--- src/logic/tbdw_consts.vh ---
// Register map, field positions, reset values and counts of the time-base and watchdog block
`ifndef TBDW_CONSTS_VH
`define TBDW_CONSTS_VH

// Register word indices (byte address = index * 4)
`define TBDW_IDX_EVENT_FLAGS      3'h0
`define TBDW_IDX_INT_ENABLE       3'h1
`define TBDW_IDX_HOLD_ENABLE      3'h2
`define TBDW_IDX_SYS_CLK_CTRL     3'h3
`define TBDW_IDX_WATCHDOG_CTRL    3'h4
`define TBDW_IDX_STATUS           3'h5
`define TBDW_IDX_PORT_MODE        3'h6

// Event, interrupt and hold bit positions
`define TBDW_EV_FAST              0
`define TBDW_EV_SLOW              4

// System clock control fields
`define TBDW_SCR_FAST_SEL         0
`define TBDW_SCR_PLL_EN           1
`define TBDW_SCR_SHORT_PERIOD     3

// Watchdog control fields
`define TBDW_WDC_TIMEOUT          0
`define TBDW_WDC_PARTIAL          1
`define TBDW_WDC_SLOW_SRC         2
`define TBDW_WDC_LONG_DIV         3

// Reset values
`define TBDW_RST_NIBBLE           4'h0
`define TBDW_RST_PORT_MODE        4'hf

// Prescaler geometry and taps
`define TBDW_PRE_WIDTH            14
`define TBDW_PRE_CLR_LSB          10
`define TBDW_SHORT_TAP            12
`define TBDW_WD_SHORT_TAP         11
`define TBDW_WD_WIDTH             4

`endif

--- src/logic/tbdw_top.v ---
// Time-base prescalers, system clock select and watchdog with Wishbone register access
`timescale 1ns/1ps
`include "tbdw_consts.vh"

// Behaviour
// (RQ1) Two 14-bit up-counting prescalers, overflow events
// (RQ2) Fast prescaler counts main ticks, sets flag 0
// (RQ3) Flag 0 raises interrupt and hold release
// (RQ4) Fast clear resets top four stages only
// (RQ5) Slow prescaler sets flag 4, interrupt, hold
// (RQ6) Slow period 500 ms, or 125 ms
// (RQ7) Slow clear resets top four stages only
// (RQ8) Clock control bit 0 selects fast source
// (RQ9) Software enables PLL, waits, then switches
// (RQ10) Software switches back before disabling PLL
// (RQ11) Software never selects fast with PLL off
// (RQ12) Enabled 4-bit watchdog resets chip on overflow
// (RQ13) Option bit zero disables watchdog entirely
// (RQ14) Control bit 3 picks divide 2048 or 16384
// (RQ15) Control bit 2 picks fast or slow chain
// (RQ16) Clear instruction restarts the watchdog count
// (RQ17) Timeout flag set on timeout, cleared by clear
// (RQ18) Control register resets to zero, 2048 divide
// (RQ19) Partial reset loads PC, clears interrupt enables
// (RQ20) Full reset clears prescalers and watchdog source
// (RQ21) Full reset sets port modes to 1111
// (RQ22) Events synchronous, reset request one cycle
// (RQ23) Event flags stay set until cleared
module tbdw_top #(
    parameter PRE_WIDTH = `TBDW_PRE_WIDTH,
    parameter WD_WIDTH  = `TBDW_WD_WIDTH
) (
    input  wire        i_ref_clk,
    input  wire        i_rst,
    input  wire        i_wb_cyc,
    input  wire        i_wb_stb,
    input  wire        i_wb_we,
    input  wire [4:0]  i_wb_adr,
    input  wire [31:0] i_wb_dat,
    input  wire [3:0]  i_wb_sel,
    output wire [31:0] o_wb_dat,
    output wire        o_wb_ack,
    input  wire        i_fast_osc_tick,
    input  wire        i_slow_osc_tick,
    input  wire        i_clear_fast_prescaler,
    input  wire        i_clear_slow_prescaler,
    input  wire        i_clear_supervision,
    input  wire        i_wd_option,
    output wire        o_fast_int_req,
    output wire        o_slow_int_req,
    output wire        o_hold_release,
    output wire        o_sys_clk_fast,
    output wire        o_pll_enable,
    output wire        o_pc_reset,
    output wire        o_full_reset,
    output wire [11:0] o_port_mode
);

    // Bus slave state
    reg  [31:0]          rd_data_reg;
    reg                  ack_reg;
    // Software-visible registers
    reg  [7:0]           event_flags_reg;
    reg  [7:0]           int_enable_reg;
    reg  [7:0]           hold_enable_reg;
    reg  [3:0]           sys_clk_ctrl_reg;
    reg  [3:0]           wd_ctrl_reg;
    reg  [11:0]          port_mode_reg;
    // Counters and the two-stage option strap synchronizer
    reg  [PRE_WIDTH-1:0] fast_pre_reg;
    reg  [PRE_WIDTH-1:0] slow_pre_reg;
    reg  [WD_WIDTH-1:0]  sup_cnt_reg;
    reg                  wd_option_meta_reg;
    reg                  wd_option_reg;
    // Registered outputs
    reg                  fast_int_reg;
    reg                  slow_int_reg;
    reg                  hold_rel_reg;
    reg                  pc_reset_reg;
    reg                  full_reset_reg;
    // Events of this cycle
    reg                  fast_ovf_reg;
    reg                  slow_ovf_reg;
    reg                  wd_tick_reg;

    wire                 bus_req;
    wire                 wr_en;
    wire [2:0]           reg_idx;
    wire                 fast_ovf;
    wire                 slow_ovf;
    wire                 fast_tap;
    wire                 slow_tap;
    wire                 wd_tick;
    wire                 wd_timeout;
    wire                 full_rst;
    wire                 part_rst;
    // Write strobes, one per writable register word
    wire                 wr_flags;
    wire                 wr_int_en;
    wire                 wr_hold_en;
    wire                 wr_clk_ctrl;
    wire                 wr_wd_ctrl;
    wire                 wr_port_mode;

    // True when every bit below a tap is one, i.e. the next tick carries into it
    function carry_at;
        input [PRE_WIDTH-1:0] cnt;
        input integer         tap;
        integer               k;
        begin
            carry_at = 1'b1;
            for (k = 0; k < PRE_WIDTH; k = k + 1) begin
                if (k < tap) begin
                    carry_at = carry_at & cnt[k];
                end
            end
        end
    endfunction

    // Word select shared by every writable register
    function wr_hit;
        input [2:0] idx;
        input [2:0] want;
        begin
            wr_hit = (idx == want);
        end
    endfunction

    // Bus decode: a new request is served once, ack drops the cycle after
    assign bus_req = i_wb_cyc & i_wb_stb & ~ack_reg;
    assign wr_en   = bus_req & i_wb_we & i_wb_sel[0];
    assign reg_idx = i_wb_adr[4:2];

    // Status and unmapped words get no strobe, so writes there are dropped
    assign wr_flags     = wr_en & wr_hit(reg_idx, `TBDW_IDX_EVENT_FLAGS);
    assign wr_int_en    = wr_en & wr_hit(reg_idx, `TBDW_IDX_INT_ENABLE);
    assign wr_hold_en   = wr_en & wr_hit(reg_idx, `TBDW_IDX_HOLD_ENABLE);
    assign wr_clk_ctrl  = wr_en & wr_hit(reg_idx, `TBDW_IDX_SYS_CLK_CTRL);
    assign wr_wd_ctrl   = wr_en & wr_hit(reg_idx, `TBDW_IDX_WATCHDOG_CTRL);
    assign wr_port_mode = wr_en & wr_hit(reg_idx, `TBDW_IDX_PORT_MODE);

    // Overflow of the full 14-bit fast chain
    assign fast_ovf = i_fast_osc_tick & carry_at(fast_pre_reg, PRE_WIDTH); // [RQ1] [RQ2]
    // Slow chain: full overflow is 500 ms at 32768 Hz, 12-bit carry is 125 ms
    assign slow_ovf = i_slow_osc_tick &
                      (sys_clk_ctrl_reg[`TBDW_SCR_SHORT_PERIOD] ?
                       carry_at(slow_pre_reg, `TBDW_SHORT_TAP) :
                       carry_at(slow_pre_reg, PRE_WIDTH)); // [RQ5] [RQ6]

    // Watchdog clock: divide by 2048 taps bit 11 carry, by 16384 the full overflow
    assign fast_tap = wd_ctrl_reg[`TBDW_WDC_LONG_DIV] ?
                      carry_at(fast_pre_reg, PRE_WIDTH) :
                      carry_at(fast_pre_reg, `TBDW_WD_SHORT_TAP); // [RQ14]
    assign slow_tap = wd_ctrl_reg[`TBDW_WDC_LONG_DIV] ?
                      carry_at(slow_pre_reg, PRE_WIDTH) :
                      carry_at(slow_pre_reg, `TBDW_WD_SHORT_TAP); // [RQ14]
    assign wd_tick  = wd_ctrl_reg[`TBDW_WDC_SLOW_SRC] ?
                      (i_slow_osc_tick & slow_tap) :
                      (i_fast_osc_tick & fast_tap); // [RQ15]

    // Timeout only while the option enables the watchdog
    // A clear in the final tick's cycle wins, so no reset fires
    assign wd_timeout = wd_option_reg & wd_tick_reg & (&sup_cnt_reg) &
                        ~i_clear_supervision; // [RQ12] [RQ13]
    assign full_rst   = wd_timeout & ~wd_ctrl_reg[`TBDW_WDC_PARTIAL]; // [RQ19]
    assign part_rst   = wd_timeout & wd_ctrl_reg[`TBDW_WDC_PARTIAL]; // [RQ19]

    // Option strap comes from a pin: two stages before any logic reads it
    always @(posedge i_ref_clk) begin
        if (i_rst) begin
            wd_option_meta_reg <= 1'b0;
            wd_option_reg      <= 1'b0;
        end else begin
            wd_option_meta_reg <= i_wd_option;
            wd_option_reg      <= wd_option_meta_reg;
        end
    end

    // Register the raw events so everything downstream sees one-cycle pulses
    always @(posedge i_ref_clk) begin
        if (i_rst) begin
            fast_ovf_reg <= 1'b0;
            slow_ovf_reg <= 1'b0;
            wd_tick_reg  <= 1'b0;
        end else begin
            fast_ovf_reg <= fast_ovf; // [RQ22]
            slow_ovf_reg <= slow_ovf; // [RQ22]
            wd_tick_reg  <= wd_tick & wd_option_reg; // [RQ22]
        end
    end

    // Fast prescaler: only the top four stages obey the clear instruction
    // Lower stages keep counting so the base rate does not slip
    always @(posedge i_ref_clk) begin
        if (i_rst || full_rst) begin
            fast_pre_reg <= {PRE_WIDTH{1'b0}}; // [RQ20]
        end else if (i_clear_fast_prescaler) begin
            fast_pre_reg[PRE_WIDTH-1:`TBDW_PRE_CLR_LSB] <= {(PRE_WIDTH-`TBDW_PRE_CLR_LSB){1'b0}}; // [RQ4]
            if (i_fast_osc_tick) begin
                fast_pre_reg[`TBDW_PRE_CLR_LSB-1:0] <=
                    fast_pre_reg[`TBDW_PRE_CLR_LSB-1:0] + 10'h001;
            end
        end else if (i_fast_osc_tick) begin
            fast_pre_reg <= fast_pre_reg + {{(PRE_WIDTH-1){1'b0}}, 1'b1}; // [RQ1] [RQ2]
        end
    end

    // Slow prescaler: lower stages keep running through a clear
    // Same shape as the fast chain, fed by the slow tick
    always @(posedge i_ref_clk) begin
        if (i_rst || full_rst) begin
            slow_pre_reg <= {PRE_WIDTH{1'b0}}; // [RQ20]
        end else if (i_clear_slow_prescaler) begin
            slow_pre_reg[PRE_WIDTH-1:`TBDW_PRE_CLR_LSB] <= {(PRE_WIDTH-`TBDW_PRE_CLR_LSB){1'b0}}; // [RQ7]
            if (i_slow_osc_tick) begin
                slow_pre_reg[`TBDW_PRE_CLR_LSB-1:0] <=
                    slow_pre_reg[`TBDW_PRE_CLR_LSB-1:0] + 10'h001;
            end
        end else if (i_slow_osc_tick) begin
            slow_pre_reg <= slow_pre_reg + {{(PRE_WIDTH-1){1'b0}}, 1'b1}; // [RQ5]
        end
    end

    // Watchdog counter; held at zero while disabled so enabling starts clean
    always @(posedge i_ref_clk) begin
        if (i_rst || !wd_option_reg) begin
            sup_cnt_reg <= {WD_WIDTH{1'b0}}; // [RQ13]
        end else if (i_clear_supervision) begin
            sup_cnt_reg <= {WD_WIDTH{1'b0}}; // [RQ16]
        end else if (wd_tick_reg) begin
            sup_cnt_reg <= sup_cnt_reg + {{(WD_WIDTH-1){1'b0}}, 1'b1}; // [RQ12]
        end
    end

    // Event flags: hardware set wins over a software clear in the same cycle
    // Software writes ones to clear; zeros leave flags alone
    always @(posedge i_ref_clk) begin
        if (i_rst || full_rst) begin
            event_flags_reg <= 8'h00;
        end else begin
            if (wr_flags) begin
                event_flags_reg <= event_flags_reg & ~i_wb_dat[7:0];
            end
            if (fast_ovf_reg) begin
                event_flags_reg[`TBDW_EV_FAST] <= 1'b1; // [RQ2] [RQ23]
            end
            if (slow_ovf_reg) begin
                event_flags_reg[`TBDW_EV_SLOW] <= 1'b1; // [RQ5] [RQ23]
            end
        end
    end

    // Enables; either watchdog reset clears the interrupt enables
    always @(posedge i_ref_clk) begin
        if (i_rst || wd_timeout) begin
            int_enable_reg <= 8'h00; // [RQ19]
        end else if (wr_int_en) begin
            int_enable_reg <= i_wb_dat[7:0];
        end
    end

    always @(posedge i_ref_clk) begin
        if (i_rst || full_rst) begin
            hold_enable_reg <= 8'h00;
        end else if (wr_hold_en) begin
            hold_enable_reg <= i_wb_dat[7:0];
        end
    end

    // Clock control; the write sequence around the PLL is software's duty
    always @(posedge i_ref_clk) begin
        if (i_rst || full_rst) begin
            sys_clk_ctrl_reg <= `TBDW_RST_NIBBLE;
        end else if (wr_clk_ctrl) begin
            sys_clk_ctrl_reg <= i_wb_dat[3:0]; // [RQ8] [RQ9] [RQ10] [RQ11]
        end
    end

    // Watchdog control: bit 0 is hardware-owned, set on timeout, cleared by clear
    // Full reset keeps the timeout flag so software can see the cause
    always @(posedge i_ref_clk) begin
        if (i_rst) begin
            wd_ctrl_reg <= `TBDW_RST_NIBBLE; // [RQ18]
        end else begin
            if (wr_wd_ctrl) begin
                wd_ctrl_reg[3:1] <= i_wb_dat[3:1];
            end
            if (full_rst) begin
                wd_ctrl_reg[`TBDW_WDC_LONG_DIV] <= 1'b0; // [RQ20]
                wd_ctrl_reg[`TBDW_WDC_SLOW_SRC] <= 1'b0; // [RQ20]
            end
            if (wd_timeout) begin
                wd_ctrl_reg[`TBDW_WDC_TIMEOUT] <= 1'b1; // [RQ17]
            end else if (i_clear_supervision) begin
                wd_ctrl_reg[`TBDW_WDC_TIMEOUT] <= 1'b0; // [RQ17]
            end
        end
    end

    // Port modes of three bidirectional ports; all ones means input mode
    always @(posedge i_ref_clk) begin
        if (i_rst || full_rst) begin
            port_mode_reg <= {3{`TBDW_RST_PORT_MODE}}; // [RQ21]
        end else if (wr_port_mode) begin
            port_mode_reg <= i_wb_dat[11:0];
        end
    end

    // Requests toward the core: flag gated by enable, level while both hold
    // Levels, not pulses: they drop once software clears the flag
    always @(posedge i_ref_clk) begin
        if (i_rst) begin
            fast_int_reg <= 1'b0;
            slow_int_reg <= 1'b0;
            hold_rel_reg <= 1'b0;
        end else begin
            fast_int_reg <= event_flags_reg[`TBDW_EV_FAST] & int_enable_reg[`TBDW_EV_FAST]; // [RQ3]
            slow_int_reg <= event_flags_reg[`TBDW_EV_SLOW] & int_enable_reg[`TBDW_EV_SLOW]; // [RQ5]
            hold_rel_reg <= (event_flags_reg[`TBDW_EV_FAST] & hold_enable_reg[`TBDW_EV_FAST]) |
                            (event_flags_reg[`TBDW_EV_SLOW] & hold_enable_reg[`TBDW_EV_SLOW]); // [RQ3] [RQ5]
        end
    end

    // Watchdog reset requests, one cycle each
    always @(posedge i_ref_clk) begin
        if (i_rst) begin
            pc_reset_reg   <= 1'b0;
            full_reset_reg <= 1'b0;
        end else begin
            pc_reset_reg   <= wd_timeout; // [RQ19] [RQ22]
            full_reset_reg <= full_rst; // [RQ12] [RQ22]
        end
    end

    // Bus answer: one wait state, unmapped words read zero and ignore writes
    always @(posedge i_ref_clk) begin
        if (i_rst) begin
            ack_reg     <= 1'b0;
            rd_data_reg <= 32'h0000_0000;
        end else begin
            ack_reg <= bus_req;
            if (bus_req) begin
                case (reg_idx)
                    `TBDW_IDX_EVENT_FLAGS:   rd_data_reg <= {24'h00_0000, event_flags_reg};
                    `TBDW_IDX_INT_ENABLE:    rd_data_reg <= {24'h00_0000, int_enable_reg};
                    `TBDW_IDX_HOLD_ENABLE:   rd_data_reg <= {24'h00_0000, hold_enable_reg};
                    `TBDW_IDX_SYS_CLK_CTRL:  rd_data_reg <= {28'h000_0000, sys_clk_ctrl_reg};
                    `TBDW_IDX_WATCHDOG_CTRL: rd_data_reg <= {28'h000_0000, wd_ctrl_reg};
                    `TBDW_IDX_STATUS:        rd_data_reg <= {4'h0, slow_pre_reg, sup_cnt_reg,
                                                             fast_pre_reg[PRE_WIDTH-1:`TBDW_PRE_CLR_LSB],
                                                             6'h00}; // [RQ12]
                    `TBDW_IDX_PORT_MODE:     rd_data_reg <= {20'h0_0000, port_mode_reg};
                    default:                 rd_data_reg <= 32'h0000_0000;
                endcase
            end else begin
                rd_data_reg <= 32'h0000_0000;
            end
        end
    end

    assign o_wb_dat       = rd_data_reg;
    assign o_wb_ack       = ack_reg;
    assign o_fast_int_req = fast_int_reg;
    assign o_slow_int_req = slow_int_reg;
    assign o_hold_release = hold_rel_reg;
    assign o_sys_clk_fast = sys_clk_ctrl_reg[`TBDW_SCR_FAST_SEL]; // [RQ8]
    assign o_pll_enable   = sys_clk_ctrl_reg[`TBDW_SCR_PLL_EN];
    assign o_pc_reset     = pc_reset_reg;
    assign o_full_reset   = full_reset_reg;
    assign o_port_mode    = port_mode_reg;

endmodule

--- config.mk ---
export PLATFORM = sky130hd
export DESIGN_NAME = tbdw_top
export DESIGN_NICKNAME = d
export VERILOG_FILES = /design/src/logic/tbdw_top.v
export VERILOG_INCLUDE_DIRS = /design/src /design/src/logic
export SDC_FILE = /design/constraint.sdc
export NUM_CORES = 1
export LEC_CHECK = 0
export BUFFER_PORTS_ARGS = -buffer_cell sky130_fd_sc_hd__buf_2
export CORE_ASPECT_RATIO = 1.25
export CORE_UTILIZATION = 59
export CTS_BUF_LIST = sky130_fd_sc_hd__clkbuf_4 sky130_fd_sc_hd__clkbuf_8 sky130_fd_sc_hd__clkbuf_16
export CTS_CLUSTER_DIAMETER = 100
export DETAILED_ROUTE_END_ITERATION = 8
export PLACE_DENSITY_LB_ADDON = 0.3
export SLEW_MARGIN = 20
export SYNTH_ARGS = -nofsm -noshare
export SYNTH_HDL_FRONTEND = slang
export SYNTH_SLANG_ARGS = --single-unit
--- constraint.sdc ---
create_clock -name i_ref_clk -period 2.3 [get_ports i_ref_clk]
set_input_delay 0.345 -clock i_ref_clk [delete_from_list [all_inputs] [get_ports i_ref_clk]]
set_output_delay 0.345 -clock i_ref_clk [all_outputs]
set_load 0.01 [all_outputs]
=== Word level (Yosys, flattened, before mapping) ===
Index checks and enable logic that the tools add are counted.

* Bitwise logic cells: 56
* Equality and inequality tests: 6
* Reductions and logical operators: 14
* Mux-type cells: 16
* Add/sub/neg operators: 5

{| class="wikitable"
|+ Operator list
! cell !! count
|-
| $pmux 28 s7 || 1
|-
| $mux 10 || 6
|-
| $and 1x1->1 || 49
|-
| $add 14x1->14 const B || 2
|-
| $add 10x1->10 const B || 2
|-
| $reduce_or 2->1 || 5
|-
| $eq 3x3->1 const B || 3
|-
| $and 8x8->8 || 1
|-
| $mux 1 || 8
|-
| $not 8->8 || 1
|-
| $eq 3x2->1 const B || 2
|-
| $reduce_bool 2->1 || 3
|-
| $mux 5 || 1
|-
| $add 4x1->4 const B || 1
|-
| $not 1->1 || 4
|-
| $reduce_and 4->1 || 1
|-
| $eq 3x1->1 const B || 1
|-
| $logic_not 3->1 || 1
|-
| $logic_or 1x1->1 || 3
|-
| $logic_not 1->1 || 1
|-
| $or 1x1->1 || 1
|}

* Input port bits: 52
* Register bits: 119

=== Depth between registers and ports, before layout ===
Gate-level depths: netlist (run 1).

* Depth after elaboration: 17
* Gate-level depth with buffers: 6
* Gate-level depth less buffers: 5

=== Worst setup path before layout (run 1) ===
OpenSTA, ideal clock, no wires.

* Path kind: reg-to-reg
* Start: register sup_cnt_reg[0]
* End: register event_flags_reg[6]
* Stages on the path, launching flop included: 6
* Path slack: 803 ps
* Setup time: 134 ps
* Arrival time: 1363 ps
* Buffers on the path: 1
* Required time: 2166 ps
* Path through: dfxtp_1 ha_1 nand4b_1 o21bai_2 clkbuf_1 a211oi_1

* Longest elaborated chain between the ends: 5

{| class="wikitable"
|+ RTL lines
! what !! line !! RTL
|-
| start: declaration || tbdw_top.v:72 || <nowiki>reg [WD_WIDTH-1:0] sup_cnt_reg;</nowiki>
|-
| start signal: assignment || tbdw_top.v:227 || <nowiki>sup_cnt_reg <= {WD_WIDTH{1'b0}};</nowiki>
|-
| start signal: assignment || tbdw_top.v:229 || <nowiki>sup_cnt_reg <= {WD_WIDTH{1'b0}};</nowiki>
|-
| start signal: assignment || tbdw_top.v:231 || <nowiki>sup_cnt_reg <= sup_cnt_reg + {{(WD_WIDTH-1){1'b0}}, 1'b1};</nowiki>
|-
| $reduce_and 4->1 || tbdw_top.v:163 || <nowiki>assign wd_timeout = wd_option_reg & wd_tick_reg & (&sup_cnt_reg) &</nowiki>
|-
| $and 1x1->1 (2 in series) || tbdw_top.v:163 ||
|-
| $and 1x1->1 || tbdw_top.v:165 || <nowiki>assign full_rst = wd_timeout & ~wd_ctrl_reg[`TBDW_WDC_PARTIAL];</nowiki>
|-
| $logic_or 1x1->1 || tbdw_top.v:238 || <nowiki>if (i_rst || full_rst) begin</nowiki>
|-
| end signal: assignment || tbdw_top.v:242 || <nowiki>event_flags_reg <= event_flags_reg & ~i_wb_dat[7:0];</nowiki>
|-
| end: declaration || tbdw_top.v:63 || <nowiki>reg [7:0] event_flags_reg;</nowiki>
|}

No other way between the ends.
A chain may end at the register's enable or synchronous reset.

=== Worst setup path after layout (run 1) ===
* Start: register sup_cnt_reg[0]
* End: register event_flags_reg[0]

The elaborated chain is that of the path after synthesis.

==> out/qor.log, run 1 <==
INFO  drt            via_per_inst=6.202
INFO  place          place_congestion=0.8310
INFO  cts            post_cts.resized_instances=0
INFO  layout         cell_count_final_fillers_out=719
INFO  setup_path     path_cells=ha_1 > nand4b_1 > o21bai_2 > buf_4 > a311oi_1
INFO  cts            clock-sinks=115
INFO  synth          ys.flop_type=sky130_fd_sc_hd__dfxtp_1
INFO  setup_path     rrSetupSlack=0.41ns
INFO  timing         maxSlewViolCount=0
INFO  timing         fin_hold_ws=0.04578ns
INFO  layout         layout-drive-gt1-share=21.70%
INFO  drt            top_layer_used=met4
INFO  outcome        status=complete, but fails checks
INFO  power_and_ir_drop p_total=4.962mW
INFO  synth          asyncSetResetFlopFracSynth=0%
INFO  timing         finalSetupTns=0ns
INFO  setup_path     r2r_path_start=sup_cnt_reg[0]
INFO  drt            first_pass_iters=7
INFO  drt            routedWlPerCell=17.36um
INFO  setup_path     timing.critical_path.slowest_cell_delay=0.40ns
INFO  layout         fillerInstances=607
INFO  setup_path     slowest_stage=sky130_fd_sc_hd__nand4b_1
INFO  synth          yosys.cell_types.count=56
INFO  outcome        failed_checks=design-rule violations
INFO  setup_path     timing.critical_path.to_type=flip-flop
INFO  cts            cts-root-buf=sky130_fd_sc_hd__clkbuf_8
INFO  timing         finalSetupViolCount=0
INFO  synth          yosysSeqAreaShare=46.52%
INFO  grt            first_global_vias=4138
INFO  drt            detailroute.wirelength.met3=836um
INFO  place          dpl.cell_count=689
INFO  layout         final_core_util=72.67%
INFO  timing         post-route-min-period=1.891ns
INFO  timing         post_route_fraction_of_the_period_consumed_by_the_critical_path=82.20%
INFO  cts            later_pin_clock_latency_in_the_skew_report=0.52ns
INFO  setup_path     cp_data_arrival_time=2.27ns
INFO  setup_path     startpoint_type=flip-flop
INFO  timing         tightest_slew=0.6651ns
INFO  floorplan      floorplan.initialDensity=60.39%
INFO  place          dpl.hpwl=8343um
INFO  layout         insertedDiodeCount=0
INFO  floorplan      floorplan.io_pins=104
INFO  layout         area.growth.synth_to_final=20.33%
INFO  grt            grt_start_max_net_pins=26
INFO  worst_hold_path hold_path_class=in2reg
INFO  floorplan      die_height=104.4um
INFO  drt            detail_route.iter0.violations=320
INFO  timing         clock.fmax=528.9MHz
INFO  drt            dr_wl_met2=6353um
INFO  grt            wire_length_of_the_first_global_routing_pass=20160um
INFO  drt            vias=4459
INFO  timing         final.setup_skew=0.008003ns
INFO  cts            worst_setup_hold_path_clk_slew=0.05ns
INFO  synth          synth_enable_flop_cells=0
INFO  layout         finalInstanceArea=5954um2
INFO  power_and_ir_drop p_leak=2.249nW
INFO  floorplan      die_footprint=8760um2
INFO  synth          yosysTopAreaCell=sky130_fd_sc_hd__dfxtp_1
INFO  timing         unrepaired_setup_endpoints_after_global_routing=false
INFO  synth          synth_seq_cells=115
INFO  layout         fin_nets=668
INFO  floorplan      core_area=8194um2
INFO  synth          cell_area_after_technology_mapping=4948um2
INFO  power_and_ir_drop ir_worst_vdd=0.5856mV
INFO  layout         largest_reg_flops=28
INFO  power_and_ir_drop p_per_area=833.3nW/um2
INFO  drt            ant_nets=0
INFO  grt            grt_overflow_total=0
INFO  drt            detail_route.wirelength.met1=4944um
INFO  drt            drc=16
INFO  cts            post-cts-setup-buffers=0
INFO  cts            cts_inserted_buffers=17
INFO  setup_path     worst-endpoint-required=2.68ns
INFO  timing         timing.final.ws_setup=0.4093ns
INFO  cts            cts.path.max_buffers=2
INFO  synth          yosysTopAreaCellShare=46.52%
INFO  setup_path     timing.setup.critical_path_class=reg2reg
INFO  floorplan      core_rows=37
INFO  cts            ctsHoldBuffers=0
INFO  setup_path     cp-startpoint=sup_cnt_reg[0]
INFO  setup_path     path_max_fanout=25
INFO  synth          synth.area.top_cells=sky130_fd_sc_hd__dfxtp_1 (47%), sky130_fd_sc_hd__nand3_1 (6.0%), sky130_fd_sc_hd__o21ai_0 (5.4%), sky130_fd_sc_hd__mux2i_1 (3.8%), sky130_fd_sc_hd__a21oi_1 (3.7%)
INFO  timing         finalHoldViolCount=0
INFO  synth          synthesis.instances=544
INFO  timing         slew_headroom=55.57%
INFO  synth          synth_warnings=0
INFO  grt            antenna_found_initial=0
INFO  cts            tritoncts=done
INFO  grt            track_usage=29.39%
INFO  cts            htree_num_levels=4
INFO  place          place_ws=0.4341ns
INFO  synth          synth_area_per_cell=9.097um2
INFO  place          port-buffer-count=74
INFO  place          postPlaceCellArea=5343um2
INFO  worst_hold_path hold_path_startpoint=i_wd_option
INFO  drt            finalWirelength=12490um
INFO  flow_run       maxCapViolations=0
INFO  floorplan      die_w=83.92um
-- report_power, final --
group          total (mW)  internal (mW)  switching [mW]  leakage, nW
Combinational       0.232         0.0818           0.150         1.02
Clock                2.71           1.82           0.881        0.302
Sequential           2.02           2.01          0.0142        0.928
-- cell families after synthesis --
logic type | Yosys count | share of synthesized area, %
adders and majority gates | 5 | 1.264
other | 1 | 0.07578
and+or+nand+nor | 200 | 24.17
xor gates and xnor gates | 9 | 1.593
buffers and inverters | 57 | 5.234
DFF | 115 | 46.52
AOI/OAI and AO/OA | 134 | 16.16
muxes | 23 | 4.981
-- worst max-delay path, delay by kind of cell, from the launching register on --
kind / cells / cell delay, ns
simple gates: 1 / 0.40
compound gates: 2 / 0.39
flops: 1 / 0.38
buf+inv: 1 / 0.34
fa+ha+maj: 1 / 0.23
-- cells in the final DEF (no fill, tap or decap), types with 12 or more instances in the layout --
cell type | netlist | layout
sky130_fd_sc_hd__buf_4 | 5 | 12
sky130_fd_sc_hd__buf_2 | 13 | 74
sky130_fd_sc_hd__nor2_1 | 29 | 29
sky130_fd_sc_hd__dfxtp_1 | 115 | 115
sky130_fd_sc_hd__mux2i_1 | 19 | 19
sky130_fd_sc_hd__inv_1 | 16 | 16
sky130_fd_sc_hd__clkbuf_16 | 0 | 16
sky130_fd_sc_hd__a21oi_1 | 37 | 37
sky130_fd_sc_hd__o21ai_0 | 53 | 53
sky130_fd_sc_hd__and2_1 | 16 | 16
sky130_fd_sc_hd__nand3_1 | 59 | 59
sky130_fd_sc_hd__a211oi_1 | 12 | 12
sky130_fd_sc_hd__nand2_1 | 16 | 16
-- path summary, 6_finish.rpt --
kind	end	cells after the start
worst max-delay path	event_flags_reg[0]	5
worst min-delay path	wd_option_meta_reg	2
worst max register to register	event_flags_reg[0]	5
worst min register to register	event_flags_reg[6]	2
-- per-layer routing --
layer | vias up | GRT usage (%)
met5 | - | 0
met4 | 0 | 13.42
met3 | 25 | 7.540
met2 | 198 | 49.82
met1 | 2119 | 34.69
li1 | 2117 | -
-- final cells by class --
| type | count | area, um2 | area share [%] |
|---|---|---|---|
| Clock buffer | 20 | 455.4 | 7.649 |
| Clock inverter | 10 | 156.4 | 2.627 |
| Inverter | 16 | 60.06 | 1.009 |
| Multi-Input combinational cell | 375 | 2399 | 40.28 |
| Sequential cell | 115 | 2302 | 38.66 |
| Tap cell | 97 | 121.4 | 2.038 |
| Timing Repair Buffer | 86 | 460.4 | 7.733 |
-- synth_stat cells (2+ instances only) --
master                      instances
sky130_fd_sc_hd__dfxtp_1          115
sky130_fd_sc_hd__nand3_1           59
sky130_fd_sc_hd__o21ai_0           53
sky130_fd_sc_hd__a21oi_1           37
sky130_fd_sc_hd__nor2_1            29
sky130_fd_sc_hd__clkbuf_1          20
sky130_fd_sc_hd__mux2i_1           19
sky130_fd_sc_hd__and2_1            16
sky130_fd_sc_hd__inv_1             16
sky130_fd_sc_hd__nand2_1           16
sky130_fd_sc_hd__buf_2             13
sky130_fd_sc_hd__a211oi_1          12
sky130_fd_sc_hd__nand4_1            9
sky130_fd_sc_hd__nor4_1             7
sky130_fd_sc_hd__or3_1              7
sky130_fd_sc_hd__nor3_1             6
sky130_fd_sc_hd__o31ai_1            6
sky130_fd_sc_hd__or4_1              6
sky130_fd_sc_hd__xor2_1             6
sky130_fd_sc_hd__a22oi_1            5
sky130_fd_sc_hd__buf_4              5
sky130_fd_sc_hd__ha_1               5
sky130_fd_sc_hd__nand4b_1           5
sky130_fd_sc_hd__nor2b_1            5
sky130_fd_sc_hd__nor3b_1            5
sky130_fd_sc_hd__a22o_1             4
sky130_fd_sc_hd__and4b_1            4
sky130_fd_sc_hd__nand2b_1           4
sky130_fd_sc_hd__nand4_2            4
sky130_fd_sc_hd__and4bb_2           3
sky130_fd_sc_hd__mux2_2             3
sky130_fd_sc_hd__nand4bb_1          3
sky130_fd_sc_hd__o21a_1             3
sky130_fd_sc_hd__xnor2_1            3
sky130_fd_sc_hd__a221oi_1           2
sky130_fd_sc_hd__a311oi_1           2
sky130_fd_sc_hd__and3_1             2
sky130_fd_sc_hd__clkbuf_2           2
sky130_fd_sc_hd__nand3b_1           2
sky130_fd_sc_hd__o221ai_1           2
sky130_fd_sc_hd__o32ai_1            2
sky130_fd_sc_hd__or2_2              2
sky130_fd_sc_hd__or3b_2             2
No activity file was read; power rests on OpenSTA's default activity.
==> inputs of run 2 (changes only) <==
Settings changed: ABC_AREA from default to 1, CORE_UTILIZATION 59 to 53.
Clock period 2.3 ns to 1.9 ns, I/O delays scaled along.
==> run 2 against run 1 <==
The flow still finishes with violations (design-rule violations). Sequential power rose by 21%. Critical endpoint is now fast_pre_reg[12]. Largest power group unchanged. Total power rose by 14%. Worst hold slack got worse by 0.025 ns. Sequential share of layout area rose by 2.2 points. First-iteration DRC count fell by 41%. Setup slack got worse by 0.31 ns. Combinational power fell by 5%. Synthesized area fell by 7.9%. Synthesized cell count rose by 9.6%. Highest routed layer unchanged. Final cell count rose by 11%.
==> out/qor.log, run 2 <==
INFO  outcome        status=complete, but fails checks [unchanged]
INFO  outcome        failed_checks=design-rule violations [unchanged]
INFO  synth          asyncSetResetFlopFracSynth=0% [unchanged]
INFO  floorplan      floorplan.io_pins=104 [unchanged]
INFO  timing         fin_hold_ws=0.02051ns [was 0.04578 ns]
INFO  setup_path     timing.critical_path.to_type=flip-flop [unchanged]
INFO  layout         layout-drive-gt1-share=19.31% [was 21.70%]
INFO  synth          synth_area_per_cell=7.646um2 [was 9.097 um2]
INFO  drt            via_per_inst=5.322 [was 6.202]
INFO  cts            cts-root-buf=sky130_fd_sc_hd__clkbuf_8 [unchanged]
INFO  setup_path     cpMostUsedCell=sky130_fd_sc_hd__nor2_1
INFO  layout         multi_input_area=1898um2 [was 2399 um2]
INFO  setup_path     timing.critical_path.slowest_cell_delay=0.34ns [was 0.40 ns]
INFO  setup_path     r2r_path_start=sup_cnt_reg[0] [unchanged]
INFO  flow_run       maxCapViolations=0 [unchanged]
INFO  worst_hold_path hold_path_class=in2reg [unchanged]
INFO  synth          synthMostInstantiatedCell=sky130_fd_sc_hd__nand2_1 [was sky130_fd_sc_hd__dfxtp_1]
INFO  drt            ant_nets=0 [unchanged]
INFO  synth          yosys.cell_types.count=34 [was 56]
INFO  layout         area.growth.synth_to_final=23.72% [was 20.33%]
INFO  place          port-buffer-count=74 [unchanged]
INFO  layout         layout.cells.most_common=sky130_fd_sc_hd__nand2_1 [was sky130_fd_sc_hd__dfxtp_1]
INFO  cts            cts.path.max_buffers=2 [unchanged]
INFO  power_and_ir_drop ir_worst_vdd=0.6548mV [was 0.5856 mV]
INFO  layout         layout.area.seq=2302um2 [unchanged]
INFO  cts            later_pin_clock_latency_in_the_skew_report=0.51ns [was 0.52 ns]
INFO  synth          cell_area_after_technology_mapping=4557um2 [was 4948 um2]
INFO  timing         finalSetupTns=0ns [unchanged]
INFO  timing         post-route-min-period=1.798ns [was 1.891 ns]
INFO  floorplan      die_height=105.7um [was 104.4 um]
INFO  floorplan      floorplan.initialDensity=54.99% [was 60.39%]
INFO  cts            tritoncts=done [unchanged]
INFO  drt            vias=4236 [was 4459]
INFO  setup_path     cp_data_arrival_time=2.24ns [was 2.27 ns]
INFO  worst_hold_path hold_path_startpoint=i_wb_dat[8] [was i_wd_option]
INFO  cts            cts_inserted_buffers=17 [unchanged]
INFO  cts            htree_num_levels=4 [unchanged]
INFO  timing         finalSetupViolCount=0 [unchanged]
INFO  place          dpl.cell_count=762 [was 689]
INFO  setup_path     path_max_fanout=21 [was 25]
INFO  grt            wire_length_of_the_first_global_routing_pass=18350um [was 20160 um]
INFO  layout         fillerInstances=678 [was 607]
INFO  place          place_ws=0.1835ns [was 0.4341 ns]
INFO  setup_path     slowest_stage=sky130_fd_sc_hd__dfxtp_1 [was sky130_fd_sc_hd__nand4b_1]
INFO  setup_path     worst-endpoint-required=2.35ns [was 2.68 ns]
INFO  drt            first_pass_iters=6 [was 7]
INFO  setup_path     timing.setup.critical_path_class=reg2reg [unchanged]
INFO  setup_path     r2r.worst_path.cells=9 [was 5]
INFO  grt            first_global_vias=4039 [was 4138]
INFO  timing         tightest_slew=0.5711ns [was 0.6651 ns]
INFO  synth          yosysTopAreaCell=sky130_fd_sc_hd__dfxtp_1 [unchanged]
INFO  timing         timing.final.ws_setup=0.1025ns [was 0.4093 ns]
INFO  synth          synth_seq_cells=115 [unchanged]
INFO  drt            routedWlPerCell=13.97um [was 17.36 um]
INFO  drt            finalWirelength=11120um [was 12490 um]
INFO  synth          yosysTopAreaCellShare=50.52% [was 46.52%]
INFO  place          place_congestion=0.8699 [was 0.8310]
INFO  cts            clock-sinks=115 [unchanged]
INFO  synth          synth.area.top_cells=sky130_fd_sc_hd__dfxtp_1 (51%), sky130_fd_sc_hd__nand2_1 (11%), sky130_fd_sc_hd__nor2_1 (6.1%), sky130_fd_sc_hd__a21oi_1 (5.9%), sky130_fd_sc_hd__inv_1 (4.8%) [was sky130_fd_sc_hd__dfxtp_1 (47%), sky130_fd_sc_hd__nand3_1 (6.0%), sky130_fd_sc_hd__o21ai_0 (5.4%), sky130_fd_sc_hd__mux2i_1 (3.8%), sky130_fd_sc_hd__a21oi_1 (3.7%)]
INFO  layout         fin_nets=743 [was 668]
INFO  power_and_ir_drop p_leak=2.313nW [was 2.249 nW]
INFO  layout         final_cell_mix=sky130_fd_sc_hd__nand2_1 (129), sky130_fd_sc_hd__dfxtp_1 (115), sky130_fd_sc_hd__buf_2 (74) [was sky130_fd_sc_hd__dfxtp_1 (115), sky130_fd_sc_hd__buf_2 (74), sky130_fd_sc_hd__nand3_1 (59)]
INFO  setup_path     startpoint_type=flip-flop [unchanged]
INFO  setup_path     path_cells=ha_1 > nand2_1 > nor2_4 > nand3_1 > nand2_2 > buf_12 > nor2_1 > o21ai_0 > nor2_1 [was ha_1 > nand4b_1 > o21bai_2 > buf_4 > a311oi_1]
INFO  place          dpl.hpwl=7466um [was 8343 um]
INFO  timing         finalHoldViolCount=0 [unchanged]
INFO  worst_hold_path timing.hold.worst_path_depth=3 [was 2]
INFO  timing         final.setup_skew=0.004352ns [was 0.008003 ns]
INFO  worst_hold_path timing.hold.worst_endpoint=o_port_mode[8] [was wd_option_meta_reg]
INFO  timing         maxSlewViolCount=0 [unchanged]
INFO  layout         final_core_util=68.04% [was 72.67%]
INFO  timing         clock.fmax=556.3MHz [was 528.9 MHz]
INFO  power_and_ir_drop p_total=5.668mW [was 4.962 mW]
INFO  synth          synthesis.instances=596 [was 544]
INFO  synth          synth_enable_flop_cells=0 [unchanged]
INFO  grt            grt_overflow_total=0 [unchanged]
INFO  synth          ys.flop_type=sky130_fd_sc_hd__dfxtp_1 [unchanged]
INFO  grt            grt_start_max_net_pins=29 [was 26]
INFO  setup_path     rrSetupSlack=0.10ns [was 0.41 ns]
INFO  cts            worst_setup_hold_path_clk_slew=0.06ns [was 0.05 ns]
INFO  floorplan      die_footprint=8975um2 [was 8760 um2]
INFO  synth          synth_warnings=0 [unchanged]
INFO  layout         finalInstanceArea=5638um2 [was 5954 um2]
INFO  grt            track_usage=26.41% [was 29.39%]
INFO  power_and_ir_drop p_per_area=1005nW/um2 [was 833.3 nW/um2]
INFO  synth          post_synth_most_frequent_cells=sky130_fd_sc_hd__nand2_1 (130), sky130_fd_sc_hd__dfxtp_1 (115), sky130_fd_sc_hd__nor2_1 (74) [was sky130_fd_sc_hd__dfxtp_1 (115), sky130_fd_sc_hd__nand3_1 (59), sky130_fd_sc_hd__o21ai_0 (53)]
INFO  drt            drc=6 [was 16]
INFO  layout         largest_reg_flops=28 [unchanged]
INFO  layout         insertedDiodeCount=0 [unchanged]
INFO  place          postPlaceCellArea=5036um2 [was 5343 um2]
INFO  floorplan      core_area=8287um2 [was 8194 um2]
INFO  setup_path     capture_instance_of_the_worst_register_to_register_path=fast_pre_reg[12] [was event_flags_reg[0]]
INFO  timing         post_route_fraction_of_the_period_consumed_by_the_critical_path=94.61% [was 82.20%]
INFO  drt            detail_route.iter0.violations=190 [was 320]
INFO  floorplan      die_w=84.94um [was 83.92 um]
INFO  synth          yosysSeqAreaShare=50.52% [was 46.52%]
INFO  timing         slew_headroom=61.72% [was 55.57%]
INFO  grt            antenna_found_initial=0 [unchanged]
INFO  layout         cell_count_final_fillers_out=796 [was 719]
INFO  floorplan      core_rows=37 [unchanged]
-- run 2: cell types whose count changed after synthesis, moves of 15 or more --
cell,previous run,this run
sky130_fd_sc_hd__nor2_1,29,74
sky130_fd_sc_hd__o21ai_0,53,33
sky130_fd_sc_hd__inv_1,16,58
sky130_fd_sc_hd__mux2i_1,19,1
sky130_fd_sc_hd__nand3_1,59,38
sky130_fd_sc_hd__nor3_1,6,21
sky130_fd_sc_hd__clkbuf_1,20,1
sky130_fd_sc_hd__nand2_1,16,130
sky130_fd_sc_hd__a21oi_1,37,54
sky130_fd_sc_hd__and2_1,16,0
-- run 2: area by class of cell --
type	instances	area share, %
Tap cell	97	2.153
Clock inverter	13	2.419
Sequential cell	115	40.83
Clock buffer	19	7.723
Multi-Input combinational cell	398	33.67
Inverter	65	4.328
Timing Repair Buffer	89	8.877
-- run 2: kinds of logic (layout without fill, tap and decap cells) --
family | Yosys count | count (layout) | share of synthesized area, %
multiplexers | 1 | 1 | 0.2197
AO/OA/AOI/OAI | 105 | 105 | 12.27
AND/OR/NAND/NOR | 279 | 279 | 26.47
XOR/XNOR | 4 | 4 | 0.7689
buffers and inverters | 86 | 186 | 8.292
other | 1 | 4 | 0.08229
flip-flops | 115 | 115 | 50.52
adder cells (fa/ha/maj) | 5 | 5 | 1.373
-- run 2: worst max-delay path by stage --
stage / cells after the start / start / end / slack [ns]
after floorplan: 9 / sup_cnt_reg[0] / fast_pre_reg[5] / 0.47
after global placement: 9 / sup_cnt_reg[0] / hold_enable_reg[4] / 0.26
after detailed placement: 9 / sup_cnt_reg[0] / hold_enable_reg[5] / 0.18
after CTS: 9 / sup_cnt_reg[0] / hold_enable_reg[0] / 0.08
after global routing: 9 / sup_cnt_reg[0] / hold_enable_reg[0] / -0.02
final: 9 / sup_cnt_reg[0] / fast_pre_reg[12] / 0.10
-- run 2: power by group --
| part | switching [mW] | total (mW) | internal [mW] |
|---|---|---|---|
| Clock | 1.10 | 3.00 | 1.90 |
| Sequential | 0.0123 | 2.44 | 2.43 |
| Combinational | 0.148 | 0.221 | 0.0730 |
-- run 2: per-layer routing --
layer | track usage [%] | wire [um]
met4 | 15.86 | 398
met3 | 7.048 | 715
met1 | 30.05 | 4587
met5 | 0 | 0
met2 | 44.13 | 5423
-- run 2: repair_timing --
action / in CTS / in global routing
endpoints found under the setup margin: 0 / 22
hold buffers: 2 / 0
resized for setup: 0 / 3
buffers inserted: 0 / 0
endpoints found under the hold margin: 2 / 0
-- run 2: critical path: cells and delay by family, from the launching register on --
kind	cells	cell delay [ns]
AOI/OAI and AO/OA	1	0.17
adders and majority gates	1	0.22
buffers and inverters	1	0.17
DFF	1	0.34
and+or+nand+nor	6	0.82
